[src/pwm_sqw_map.svh]
// Purpose: register word indices, field positions, resets and timing counts
// Assumes: 32-bit Avalon-MM data, byte address = 4 * word index
// Notes:   definitions only, included by pwm_sqw_pkg and the design modules
`ifndef PWM_SQW_MAP_SVH
`define PWM_SQW_MAP_SVH

// ---------------------------------------------------------------------------
// geometry
// ---------------------------------------------------------------------------
`define NUM_PINS        19          // general purpose pins
`define PIN_IDX_W       5           // width of a pin selector
`define PWM_CH          12          // pins that may carry pwm at once
`define SQW_CH          2           // pins that may carry the square wave
`define PWM_W           16          // pwm period / duty width (cycles)
`define SQW_W           24          // square wave period width (cycles)
`define SQW_DUTY_W      9           // square wave duty in 1/256 of period
`define MEM_DEPTH       32          // channel config store depth
`define MEM_AW          5           // channel config store address width
`define ADDR_W          10          // avalon byte address width

// ---------------------------------------------------------------------------
// register word indices (byte address = index * 4)
// ---------------------------------------------------------------------------
`define W_GPIO_OUT      8'h00       // gpio output levels
`define W_GPIO_OE       8'h01       // gpio output enables
`define W_GPIO_IN       8'h02       // pin input levels, read only
`define W_SQW_PERIOD    8'h03       // shared square wave period, 0 = stop
`define W_SQW_CTRL      8'h04       // square wave enables and pins
`define W_SQW_DUTY0     8'h05       // square wave duty, first pin
`define W_SQW_DUTY1     8'h06       // square wave duty, second pin
`define W_PIN_LEVEL     8'h07       // driven pin levels, read only
`define W_PWM_CTRL      8'h20       // +k: pwm channel k enable and pin
`define W_MEM_PAGE      3'b010      // word[7:5] of pwm period/duty page
`define MEM_DUTY_BASE   5'h10       // store index of pwm duty 0

// ---------------------------------------------------------------------------
// field positions and resets
// ---------------------------------------------------------------------------
`define F_EN            0           // enable bit in a control word
`define F_PIN_LO        8           // pin selector low bit (pwm ctrl)
`define F_SQW_EN1       1           // second square wave enable
`define F_SQW_PIN0_LO   8           // first square wave pin selector
`define F_SQW_PIN1_LO   16          // second square wave pin selector
`define SQW_DUTY_RST    9'h080      // 50 % mark-space ratio
`define SQW_DUTY_FULL   9'h100      // 100 % high
`define SQW_FRAC_SH     8           // duty fraction shift

// ---------------------------------------------------------------------------
// timing
// ---------------------------------------------------------------------------
`define CLK_HZ          40000000    // ref_clk rate
`define PWM_MAX_HZ      1000000     // fastest pwm repetition
`define SQW_MAX_HZ      4000000     // fastest square wave
`define PWM_MIN_PER     (`CLK_HZ / `PWM_MAX_HZ)
`define SQW_MIN_PER     (`CLK_HZ / `SQW_MAX_HZ)

`endif

[src/pwm_sqw_pkg.sv]
// Purpose: shared types of the pwm and square wave block
// Assumes: pwm_sqw_map.svh gives all numbers
// Notes:   types only
`include "pwm_sqw_map.svh"
package pwm_sqw_pkg;
  // function currently carried by a pin
  typedef enum logic [1:0] {FUNC_GPIO, FUNC_PWM, FUNC_SQW} pin_func_t;
  typedef logic [`PIN_IDX_W-1:0] pin_idx_t;   // pin selector
  typedef logic [`PWM_W-1:0]     pwm_word_t;  // pwm period or duty
endpackage

[src/cfg_mem.sv]
// Purpose: store for pwm channel periods and duties
// Assumes: single clock, byte lane write, one registered read port
// Notes:   every word is also visible in parallel for the channel engines
`timescale 1ns/10ps
`include "pwm_sqw_map.svh"
module cfg_mem
  import pwm_sqw_pkg::*;
(
  input  wire logic                  ref_clk,   // block clock
  input  wire logic                  arst_n,    // async reset, active low
  input  wire logic                  wr_en,     // write strobe
  input  wire logic [`MEM_AW-1:0]    wr_addr,   // write index
  input  wire logic [`PWM_W-1:0]     wr_data,   // write data
  input  wire logic [1:0]            wr_be,     // byte lanes of the word
  input  wire logic                  rd_en,     // read strobe
  input  wire logic [`MEM_AW-1:0]    rd_addr,   // read index
  output logic      [`PWM_W-1:0]     rd_data,   // registered read data
  output pwm_word_t [`MEM_DEPTH-1:0] words      // all words, parallel
);

  // ---------------------------------------------------------------------------
  // storage
  // ---------------------------------------------------------------------------
  pwm_word_t [`MEM_DEPTH-1:0] mem_q;  // zero after reset: outputs stay low

  // each byte lane written on its own strobe
  always_ff @(posedge ref_clk or negedge arst_n) begin
    if (!arst_n) begin
      mem_q <= '0;
    end else if (wr_en) begin
      if (wr_be[0]) mem_q[wr_addr][7:0]  <= wr_data[7:0];
      if (wr_be[1]) mem_q[wr_addr][15:8] <= wr_data[15:8];
    end
  end

  // read data comes out of a register, one cycle after the strobe
  always_ff @(posedge ref_clk or negedge arst_n) begin
    if (!arst_n) begin
      rd_data <= '0;
    end else if (rd_en) begin
      rd_data <= mem_q[rd_addr];
    end
  end

  assign words = mem_q;

endmodule // cfg_mem

[src/pwm_sqw.sv]
// Purpose: pwm and square wave alternate functions on general purpose pins
// Assumes: 40 MHz ref_clk, Avalon-MM slave with waitrequest, sync pin inputs
// Notes:   what this block does
// What this block does
// RL1: any pin may carry pwm, twelve at most
// RL2: each pwm has own frequency and duty
// RL3: pwm period software set, fastest 1 MHz
// RL4: pwm duty spans 0 % to 100 %
// RL5: square wave on at most two pins
// RL6: both square wave pins share one frequency
// RL7: each square wave pin has own duty
// RL8: square wave 0 Hz to 4 MHz, 50 %
// RL9: 0 % steady low, 100 % steady high
`timescale 1ns/10ps
`include "pwm_sqw_map.svh"
module pwm_sqw
  import pwm_sqw_pkg::*;
(
  input  wire logic                 ref_clk,          // 40 MHz clock
  input  wire logic                 arst_n,           // async reset, low
  input  wire logic [`ADDR_W-1:0]   avs_address,      // byte address
  input  wire logic                 avs_read,         // read request
  input  wire logic                 avs_write,        // write request
  input  wire logic [31:0]          avs_writedata,    // write data
  input  wire logic [3:0]           avs_byteenable,   // byte lanes
  output logic      [31:0]          avs_readdata,     // read data
  output logic                      avs_waitrequest,  // stall request
  input  wire logic [`NUM_PINS-1:0] pin_in,           // pin levels
  output logic      [`NUM_PINS-1:0] pin_out,          // pin drive level
  output logic      [`NUM_PINS-1:0] pin_oe            // pin drive enable
);

  // ---------------------------------------------------------------------------
  // helpers
  // ---------------------------------------------------------------------------
  // true when a selector names pin p
  function automatic logic pin_hit(input pin_idx_t sel, input int p);
    pin_hit = (sel == pin_idx_t'(p));
  endfunction

  // merge write data into an old word under byte enables
  function automatic logic [31:0] be_merge(input logic [31:0] old,
                                           input logic [31:0] wd,
                                           input logic [3:0]  be);
    be_merge = old;
    for (int b = 0; b < 4; b++) begin
      if (be[b]) be_merge[b*8 +: 8] = wd[b*8 +: 8];
    end
  endfunction

  localparam pwm_word_t PWM_MIN = pwm_word_t'(`PWM_MIN_PER);
  localparam logic [`SQW_W-1:0] SQW_MIN = (`SQW_W)'(`SQW_MIN_PER);

  // ---------------------------------------------------------------------------
  // bus decode
  // ---------------------------------------------------------------------------
  logic [7:0] word;        // register word index
  logic       is_mem;      // pwm period / duty page hit
  logic       is_pwm_ctl;  // pwm control page hit
  logic [3:0] ch_sel;      // channel within a page
  logic       wr_go;       // write taken this cycle
  logic       rd_go;       // read issued this cycle
  logic       rd_ack_q;    // read data standing this cycle
  logic       rd_mem_q;    // standing read came from the store
  logic [31:0] rd_reg_q;   // registered register read data
  logic [`PWM_W-1:0] mem_rd;  // store read data

  assign word       = avs_address[`ADDR_W-1:2];
  assign ch_sel     = word[3:0];
  assign is_mem     = (word[7:5] == `W_MEM_PAGE) && (ch_sel < 4'(`PWM_CH));
  assign is_pwm_ctl = (word[7:4] == 4'(`W_PWM_CTRL >> 4)) &&
                      (ch_sel < 4'(`PWM_CH));
  // writes never stall; reads stall exactly one cycle for the store
  assign wr_go           = avs_write;
  assign rd_go           = avs_read & ~rd_ack_q;
  assign avs_waitrequest = avs_read & ~rd_ack_q;
  assign avs_readdata    = rd_mem_q ? {16'h0000, mem_rd} : rd_reg_q;

  // ---------------------------------------------------------------------------
  // software registers
  // ---------------------------------------------------------------------------
  logic [`NUM_PINS-1:0]  gpio_out_q;             // gpio levels
  logic [`NUM_PINS-1:0]  gpio_oe_q;              // gpio enables
  logic [`SQW_W-1:0]     sqw_per_q;              // shared square period
  logic [`SQW_CH-1:0]    sqw_en_q;               // square wave enables
  pin_idx_t              sqw_pin_q [`SQW_CH];    // square wave pins
  logic [`SQW_DUTY_W-1:0] sqw_duty_q [`SQW_CH];  // square wave duties
  logic [`PWM_CH-1:0]    pwm_en_q;               // pwm enables
  pin_idx_t              pwm_pin_q [`PWM_CH];    // pwm pins
  logic [31:0]           sqw_ctl_rd;             // square control image
  logic [31:0]           wmerged;                // merged write word

  assign sqw_ctl_rd = {11'h000, sqw_pin_q[1], 3'h0, sqw_pin_q[0], 6'h00,
                       sqw_en_q};
  always_comb begin
    wmerged = '0;
    case (word)
      `W_GPIO_OUT:   wmerged = be_merge(32'(gpio_out_q), avs_writedata,
                                        avs_byteenable);
      `W_GPIO_OE:    wmerged = be_merge(32'(gpio_oe_q), avs_writedata,
                                        avs_byteenable);
      `W_SQW_PERIOD: wmerged = be_merge(32'(sqw_per_q), avs_writedata,
                                        avs_byteenable);
      `W_SQW_CTRL:   wmerged = be_merge(sqw_ctl_rd, avs_writedata,
                                        avs_byteenable);
      `W_SQW_DUTY0:  wmerged = be_merge(32'(sqw_duty_q[0]), avs_writedata,
                                        avs_byteenable);
      `W_SQW_DUTY1:  wmerged = be_merge(32'(sqw_duty_q[1]), avs_writedata,
                                        avs_byteenable);
      default: begin
        wmerged = be_merge({19'h00000, pwm_pin_q[ch_sel], 7'h00,
                            pwm_en_q[ch_sel]}, avs_writedata,
                           avs_byteenable);
      end
    endcase
  end

  // gpio and square wave registers; unmapped writes are dropped
  always_ff @(posedge ref_clk or negedge arst_n) begin
    if (!arst_n) begin
      gpio_out_q    <= '0;
      gpio_oe_q     <= '0;
      sqw_per_q     <= '0;
      sqw_en_q      <= '0;
      sqw_pin_q[0]  <= '0;
      sqw_pin_q[1]  <= '0;
      sqw_duty_q[0] <= `SQW_DUTY_RST;
      sqw_duty_q[1] <= `SQW_DUTY_RST;
    end else if (wr_go) begin
      case (word)
        `W_GPIO_OUT:   gpio_out_q <= wmerged[`NUM_PINS-1:0];
        `W_GPIO_OE:    gpio_oe_q  <= wmerged[`NUM_PINS-1:0];
        `W_SQW_PERIOD: sqw_per_q  <= wmerged[`SQW_W-1:0];  // [RL8]
        `W_SQW_CTRL: begin                                  // [RL5]
          sqw_en_q     <= wmerged[`F_SQW_EN1:`F_EN];
          sqw_pin_q[0] <= wmerged[`F_SQW_PIN0_LO +: `PIN_IDX_W];
          sqw_pin_q[1] <= wmerged[`F_SQW_PIN1_LO +: `PIN_IDX_W];
        end
        `W_SQW_DUTY0:  sqw_duty_q[0] <= wmerged[`SQW_DUTY_W-1:0];  // [RL7]
        `W_SQW_DUTY1:  sqw_duty_q[1] <= wmerged[`SQW_DUTY_W-1:0];  // [RL7]
        default: ;
      endcase
    end
  end

  // pwm channel control: a fixed channel count caps the pwm pins
  always_ff @(posedge ref_clk or negedge arst_n) begin
    if (!arst_n) begin
      pwm_en_q <= '0;
      for (int k = 0; k < `PWM_CH; k++) pwm_pin_q[k] <= '0;
    end else if (wr_go && is_pwm_ctl) begin                 // [RL1]
      pwm_en_q[ch_sel]  <= wmerged[`F_EN];
      pwm_pin_q[ch_sel] <= wmerged[`F_PIN_LO +: `PIN_IDX_W];
    end
  end

  // ---------------------------------------------------------------------------
  // pwm period / duty store
  // ---------------------------------------------------------------------------
  pwm_word_t [`MEM_DEPTH-1:0] words;   // all stored words

  cfg_mem u_cfg_mem (
    .ref_clk (ref_clk),
    .arst_n  (arst_n),
    .wr_en   (wr_go && is_mem),                           // [RL2]
    .wr_addr (word[`MEM_AW-1:0]),
    .wr_data (avs_writedata[`PWM_W-1:0]),
    .wr_be   (avs_byteenable[1:0]),
    .rd_en   (rd_go && is_mem),
    .rd_addr (word[`MEM_AW-1:0]),
    .rd_data (mem_rd),
    .words   (words)
  );

  // ---------------------------------------------------------------------------
  // read path
  // ---------------------------------------------------------------------------
  logic [`NUM_PINS-1:0] pin_lvl_q;  // driven levels
  logic [`NUM_PINS-1:0] pin_oe_q;   // driven enables

  // capture register data on the stalled cycle, release the next
  always_ff @(posedge ref_clk or negedge arst_n) begin
    if (!arst_n) begin
      rd_ack_q <= 1'b0;
      rd_mem_q <= 1'b0;
      rd_reg_q <= '0;
    end else begin
      rd_ack_q <= rd_go;
      rd_mem_q <= rd_go && is_mem;
      if (rd_go) begin
        case (word)
          `W_GPIO_OUT:   rd_reg_q <= 32'(gpio_out_q);
          `W_GPIO_OE:    rd_reg_q <= 32'(gpio_oe_q);
          `W_GPIO_IN:    rd_reg_q <= 32'(pin_in);
          `W_SQW_PERIOD: rd_reg_q <= 32'(sqw_per_q);
          `W_SQW_CTRL:   rd_reg_q <= sqw_ctl_rd;
          `W_SQW_DUTY0:  rd_reg_q <= 32'(sqw_duty_q[0]);
          `W_SQW_DUTY1:  rd_reg_q <= 32'(sqw_duty_q[1]);
          `W_PIN_LEVEL:  rd_reg_q <= 32'(pin_lvl_q);
          default: begin
            // pwm control words read back, anything else reads zero
            rd_reg_q <= is_pwm_ctl ? {19'h00000, pwm_pin_q[ch_sel], 7'h00,
                                      pwm_en_q[ch_sel]} : 32'h0000_0000;
          end
        endcase
      end
    end
  end

  // ---------------------------------------------------------------------------
  // pwm engines
  // ---------------------------------------------------------------------------
  logic [`PWM_CH-1:0] pwm_lvl_q;  // pwm outputs

  genvar gk;
  generate
    for (gk = 0; gk < `PWM_CH; gk++) begin : g_pwm
      pwm_word_t cnt_q;    // position in the period
      pwm_word_t per_s_q;  // period in use
      pwm_word_t duty_s_q; // high time in use
      pwm_word_t per_eff;  // period clamped to the fastest rate
      assign per_eff = (words[gk] < PWM_MIN) ? PWM_MIN : words[gk];  // [RL3]

      // new settings load only at a period boundary: no runt pulses
      always_ff @(posedge ref_clk or negedge arst_n) begin
        if (!arst_n) begin
          cnt_q    <= '0;
          per_s_q  <= PWM_MIN;
          duty_s_q <= '0;
        end else if (!pwm_en_q[gk] || cnt_q >= per_s_q - 16'h0001) begin
          cnt_q    <= '0;
          per_s_q  <= per_eff;                                   // [RL2]
          duty_s_q <= words[gk + `MEM_DUTY_BASE];                // [RL2]
        end else begin
          cnt_q <= cnt_q + 16'h0001;
        end
      end

      // duty 0 never high; duty at or over period never low
      always_ff @(posedge ref_clk or negedge arst_n) begin
        if (!arst_n) begin
          pwm_lvl_q[gk] <= 1'b0;
        end else begin
          pwm_lvl_q[gk] <= pwm_en_q[gk] && (cnt_q < duty_s_q);  // [RL4] [RL9]
        end
      end
    end
  endgenerate

  // ---------------------------------------------------------------------------
  // square wave engine
  // ---------------------------------------------------------------------------
  logic [`SQW_W-1:0]  sqw_cnt_q;            // shared position
  logic [`SQW_W-1:0]  sqw_per_s_q;          // period in use, 0 = stopped
  logic [`SQW_W-1:0]  sqw_thr_q [`SQW_CH];  // per pin high time
  logic [`SQW_CH-1:0] sqw_lvl_q;            // square outputs
  logic               sqw_wrap;             // period boundary
  logic [`SQW_W-1:0]  sqw_per_eff;          // clamped period

  assign sqw_per_eff = (sqw_per_q < SQW_MIN) ? SQW_MIN : sqw_per_q;  // [RL8]
  assign sqw_wrap    = (sqw_per_s_q == '0) ||
                       (sqw_cnt_q >= sqw_per_s_q - 24'h000001);

  // one counter serves both pins, so a period change hits both alike
  always_ff @(posedge ref_clk or negedge arst_n) begin
    if (!arst_n) begin
      sqw_cnt_q   <= '0;
      sqw_per_s_q <= '0;
    end else if (sqw_per_q == '0) begin                     // [RL8]
      sqw_cnt_q   <= '0;
      sqw_per_s_q <= '0;
    end else if (sqw_wrap) begin
      sqw_cnt_q   <= '0;
      sqw_per_s_q <= sqw_per_eff;                           // [RL6]
    end else begin
      sqw_cnt_q <= sqw_cnt_q + 24'h000001;
    end
  end

  // high time per pin: period times duty fraction, loaded at the boundary
  for (gk = 0; gk < `SQW_CH; gk++) begin : g_sqw
    logic [`SQW_DUTY_W-1:0] duty_c;   // duty clamped to 100 %
    logic [32:0]            prod;     // period times duty
    assign duty_c = (sqw_duty_q[gk] > `SQW_DUTY_FULL) ? `SQW_DUTY_FULL
                                                      : sqw_duty_q[gk];
    assign prod   = 33'(sqw_per_eff) * 33'(duty_c);

    always_ff @(posedge ref_clk or negedge arst_n) begin
      if (!arst_n) begin
        sqw_thr_q[gk] <= '0;
      end else if (sqw_wrap) begin
        sqw_thr_q[gk] <= prod[`SQW_FRAC_SH +: `SQW_W];      // [RL7]
      end
    end

    always_ff @(posedge ref_clk or negedge arst_n) begin
      if (!arst_n) begin
        sqw_lvl_q[gk] <= 1'b0;
      end else begin
        sqw_lvl_q[gk] <= sqw_en_q[gk] && (sqw_per_s_q != '0) &&
                         (sqw_cnt_q < sqw_thr_q[gk]);       // [RL9]
      end
    end
  end

  // ---------------------------------------------------------------------------
  // pin multiplexer
  // ---------------------------------------------------------------------------
  pin_func_t            func [`NUM_PINS];  // function per pin
  logic [`NUM_PINS-1:0] lvl_d;             // next pin level
  logic [`NUM_PINS-1:0] oe_d;              // next pin enable

  // square wave wins over pwm, lower channel wins among pwm
  always_comb begin
    for (int p = 0; p < `NUM_PINS; p++) begin
      func[p]  = FUNC_GPIO;
      lvl_d[p] = gpio_out_q[p];
      oe_d[p]  = gpio_oe_q[p];
      for (int k = `PWM_CH - 1; k >= 0; k--) begin
        if (pwm_en_q[k] && pin_hit(pwm_pin_q[k], p)) begin  // [RL1]
          func[p]  = FUNC_PWM;
          lvl_d[p] = pwm_lvl_q[k];
        end
      end
      for (int s = `SQW_CH - 1; s >= 0; s--) begin
        if (sqw_en_q[s] && pin_hit(sqw_pin_q[s], p)) begin  // [RL5]
          func[p]  = FUNC_SQW;
          lvl_d[p] = sqw_lvl_q[s];
        end
      end
      // an alternate function always drives its pin
      if (func[p] != FUNC_GPIO) oe_d[p] = 1'b1;
    end
  end

  // pin drive comes from flip-flops
  always_ff @(posedge ref_clk or negedge arst_n) begin
    if (!arst_n) begin
      pin_lvl_q <= '0;
      pin_oe_q  <= '0;
    end else begin
      pin_lvl_q <= lvl_d;
      pin_oe_q  <= oe_d;
    end
  end

  assign pin_out = pin_lvl_q;
  assign pin_oe  = pin_oe_q;

endmodule // pwm_sqw

[config.mk]
export PLATFORM = sky130hd
export DESIGN_NAME = pwm_sqw
export DESIGN_NICKNAME = d
export VERILOG_FILES = /design/src/pwm_sqw_pkg.sv /design/src/cfg_mem.sv /design/src/pwm_sqw.sv
export VERILOG_INCLUDE_DIRS = /design/src
export SDC_FILE = /design/constraint.sdc
export NUM_CORES = 2
export LEC_CHECK = 0
export ABC_AREA = 1
export BUFFER_PORTS_ARGS = -buffer_cell sky130_fd_sc_hd__buf_2
export CAP_MARGIN = 20
export CORE_ASPECT_RATIO = 1.4
export CORE_MARGIN = 3
export CORE_UTILIZATION = 65
export DETAILED_ROUTE_END_ITERATION = 7
export PLACE_DENSITY_LB_ADDON = 0.05
export SKIP_LAST_GASP = 1
export SYNTH_ARGS = -nofsm -noshare
export SYNTH_HDL_FRONTEND = slang
export SYNTH_SLANG_ARGS = --single-unit
[constraint.sdc]
create_clock -name ref_clk -period 7.41 [get_ports ref_clk]
set_clock_uncertainty 0.1 [all_clocks]
set_input_delay 0.3705 -clock ref_clk [delete_from_list [all_inputs] [get_ports ref_clk]]
set_output_delay 0.3705 -clock ref_clk [all_outputs]
set_load 0.01 [all_outputs]
==> flow_metrics.env <==
export IMPL_status="finished with violations"
export IMPL_failed_checks="design-rule violations, negative hold slack"
export IMPL_track_usage_pct=49.6
export IMPL_dr_first_iter_drc_count=9940
export IMPL_clkLatencyLatePin_ps=860
export IMPL_synth_xor_xnor_area_share_pct=2.46
export IMPL_grt_pass1_wl_um=529000
export IMPL_drc=1
export IMPL_syn_area_um2=91400
export IMPL_finalSetupViolCount=0
export IMPL_crit_required_ps=7980
export IMPL_core_area_um2=139000
export IMPL_post_route_util_pct=71.1
export IMPL_critPathMaxStageDelay_ps=920
export IMPL_synth_cell_types=71
export IMPL_max_slew_margin_pct=10.5
export IMPL_cts_buffers=142
export IMPL_yosysMostFrequentCell="nand2_1"
export IMPL_min_period_over_period_pct=91.8
export IMPL_critPathLaunchType="register"
export IMPL_die_h_um=450
export IMPL_synth_cells=11400
export IMPL_die_width_um=323
export IMPL_p_switching_mw=7.60
export IMPL_hold_ws_ps=-4.07
export IMPL_cts_num_sinks=1438
export IMPL_pin_count=140
export IMPL_synth_top_area_share_pct=38.7
export IMPL_critical_path_cell_chain="inv_1, nand4_1, nor2_2, nand3_2, nand2_1, clkinv_1, buf_4, nand2_1, fa_1, fa_1, inv_1, fa_1, fa_1, ha_1, a21oi_1, o21ai_0, a21oi_1, nand2_1, xnor2_1, o21ai_1"
export IMPL_synth_ff_latch_count=1438
export IMPL_intPower_mw=14.5
export IMPL_hold_class="input pin to asynchronous set/reset pin"
export IMPL_grt_setup_unrepaired="no"
export IMPL_synth_area_mux_share_pct=0.247
export IMPL_synth_top_cell_by_area="dfrtp_1"
export IMPL_drive_gt1_share_pct=6.06
export IMPL_grt_max_degree=187
export IMPL_yosysSeqAreaShare_pct=39.4
export IMPL_portBuffers=120
export IMPL_syn_avg_cell_area_um2=8.02
export IMPL_fin_crit_ps=6800
export IMPL_cp_end_kind="register"
export IMPL_cp_max_fo=12
export IMPL_worstMarginPinSlew_ps=1340
export IMPL_synth_compound_area_share_pct=14.7
export IMPL_maxCapViolations=0
export IMPL_seqPwrFrac_pct=37.9
export IMPL_fin_tns_setup_ps=0
export IMPL_synth_adder_area_share_pct=14.4
export IMPL_path_class="register to register"
export IMPL_synth_top_family_by_area="simple AND/OR/NAND/NOR gates"
export IMPL_synth_edf_count=0
export IMPL_synth_simple_area_share_pct=19.4
export IMPL_rows=162
export IMPL_comb_power_share_pct=25.4
export IMPL_ys_flop_type="dfrtp_1"
export IMPL_crit_arrival_ps=7380
export IMPL_overflow=0
export IMPL_fin_nets=12300
export IMPL_drt_pass1_iterations=8
export IMPL_fin_total_pwr_mw=22.1
export IMPL_cts_root_buffer="clkbuf_16"
export IMPL_max_vdd_ir_drop_mv=0.270
export IMPL_antenna_left=0
export IMPL_cp_slowest_cell="xnor2_1"
export IMPL_cts_resized=0
export IMPL_ys_top_cells_by_area="dfrtp_1, nand2_1, ha_1"
export IMPL_synth_common_cells="nand2_1, inv_1, dfrtp_1"
export IMPL_cts_tree="done"
export IMPL_ctsHtreeMaxLevel=4
export IMPL_cpMostUsedCell="fa_1"
export IMPL_antenna_found_initial=38
export IMPL_cts_max_path_buffers=3
export IMPL_hold_violations=1
export IMPL_wl_um=359000
export IMPL_area_growth_pct=8.51
export IMPL_path_clk_slew_ps=60
export IMPL_initial_utilization_pct=65.5
export IMPL_vias=85100
export IMPL_dieArea_um2=145000
export IMPL_cts_hold_buf=35
export IMPL_swShare_pct=34.4
export IMPL_p_per_area_nw_per_um2=223
export IMPL_wl_per_cell_um=27.0
export IMPL_cts_setup_buffers=0
export IMPL_fmax_mhz=147
export IMPL_pwr_share_clk_pct=36.7
export IMPL_gp_congestion=1.10
export IMPL_grt_pass1_vias=84900
export IMPL_p_leak_nw=47.1
export IMPL_viasPerCell=6.42
export IMPL_yosysWarnings=0
export IMPL_hpwl_um=262000
export IMPL_async_flop_share_pct=100
export IMPL_finalMaxSlewViolations=0
==> worst max-delay path, delay by kind of cell, from the launching register on <==
kind	cells	cell delay [ps]
compound gates	4	790
xor+xnor	1	920
fa+ha+maj	5	2160
buf+inv	4	590
flops	1	630
simple gates	6	1430
==> cell families after synthesis <==
family,after synthesis
AOI/OAI and AO/OA,2364
xor gates and xnor gates,257
adders and majority gates,869
buffers and inverters,2224
DFF,1438
muxes,20
other,1
and+or+nand+nor,4221
==> routing by layer <==
metal  GRT usage, %  wire, µm
met1           49.7    108000
met2           76.2    159000
met3           17.2     39300
met4           54.2     52200
met5           1.14       257
==> path summary, 6_finish.rpt <==
path | start | to | slack, ps | depth (start not counted)
hold / removal | arst_n | sqw_cnt_q[3]$_DFF_PN0_ | -4 | 2
setup reg to reg | sqw_per_q[17]$_DFFE_PN0P_ | sqw_thr_q[7]$_DFFE_PN0P_ | 610 | 20
min in group ref_clk | avs_writedata[18] | gpio_oe_q[18]$_DFFE_PN0P_ | 10 | 3
max in group asynchronous | arst_n | u_cfg_mem.words[200]$_DFFE_PN0P_ | 5070 | 4
hold reg to reg | u_cfg_mem.words[247]$_DFFE_PN0P_ | u_cfg_mem.words[247]$_DFFE_PN0P_ | 280 | 0
setup / recovery | sqw_per_q[17]$_DFFE_PN0P_ | sqw_thr_q[7]$_DFFE_PN0P_ | 610 | 20
==> stage by stage <==
stage                     area, µm²  cells  hold slack [ps]  worst slack (ps)
after CTS                     99000  13200             5.07              1080
after floorplan               91400  11400            -25.1              1800
after detailed placement      93400  12900              266              1090
after global placement        93400  12900              265              1110
after global routing          99100  13200             2.14               525
final                         99100  13300            -4.07               606
==> layout by cell type (no fill, tap or decap), types with 14 or more instances in the layout <==
cell / instances
a211o_1: 14
a21o_1: 21
a21oi_1: 562
a221oi_1: 25
a22oi_1: 217
a31oi_1: 66
buf_2: 121
buf_4: 128
bufinv_16: 19
clkbuf_16: 144
clkbuf_8: 35
clkinv_1: 20
clkinv_2: 21
dfrtp_1: 1412
dfstp_2: 26
diode_2: 32
dlygate4sd3_1: 35
fa_1: 306
ha_1: 563
inv_1: 1641
inv_2: 28
mux2_2: 20
nand2_1: 2263
nand3_1: 306
nand4_1: 133
nor2_1: 1031
nor3_1: 214
nor3b_1: 105
nor4_1: 75
o211ai_1: 20
o21a_1: 33
o21ai_0: 1141
o21ai_1: 52
o221ai_1: 35
o22ai_1: 81
xnor2_1: 44
xor2_1: 213
==> final cells by class <==
cell class | instances | area [µm²]
clock inverter | 71 | 1090
timing repair buffer | 299 | 2160
inverter | 1694 | 6370
sequential | 1438 | 36000
multi-input combinational | 7739 | 47000
clock buffer | 190 | 4130
tap | 1804 | 2260
antenna | 32 | 80.1
fill | 10700 | 40300
==> sequential cells by signal, indices dropped and copies added, names as in the netlist, 18 cells and up <==
signal and cells:
g_pwm.duty_s_q 192, sqw_thr_q 48, pin_out 19, g_pwm.cnt_q 192, sqw_cnt_q 24, gpio_out_q 19, sqw_per_s_q 24, rd_reg_q 24
pin_oe 19, pwm_pin_q 60, gpio_oe_q 19, sqw_per_q 24, u_cfg_mem.words 508, g_pwm.per_s_q 192, sqw_duty_q 18
==> power groups by stage <==
stage	clock [mW]	combinational [mW]	sequential, mW
2_1_floorplan	0	3.49	8.36
3_3_place_gp	0	5.28	8.46
3_5_place_dp	0	5.36	8.47
4_1_cts	8.06	5.42	8.33
5_1_grt	8.39	6.14	8.36
6_report	8.10	5.60	8.35
Note: power is estimated with default switching activity, not from simulation.
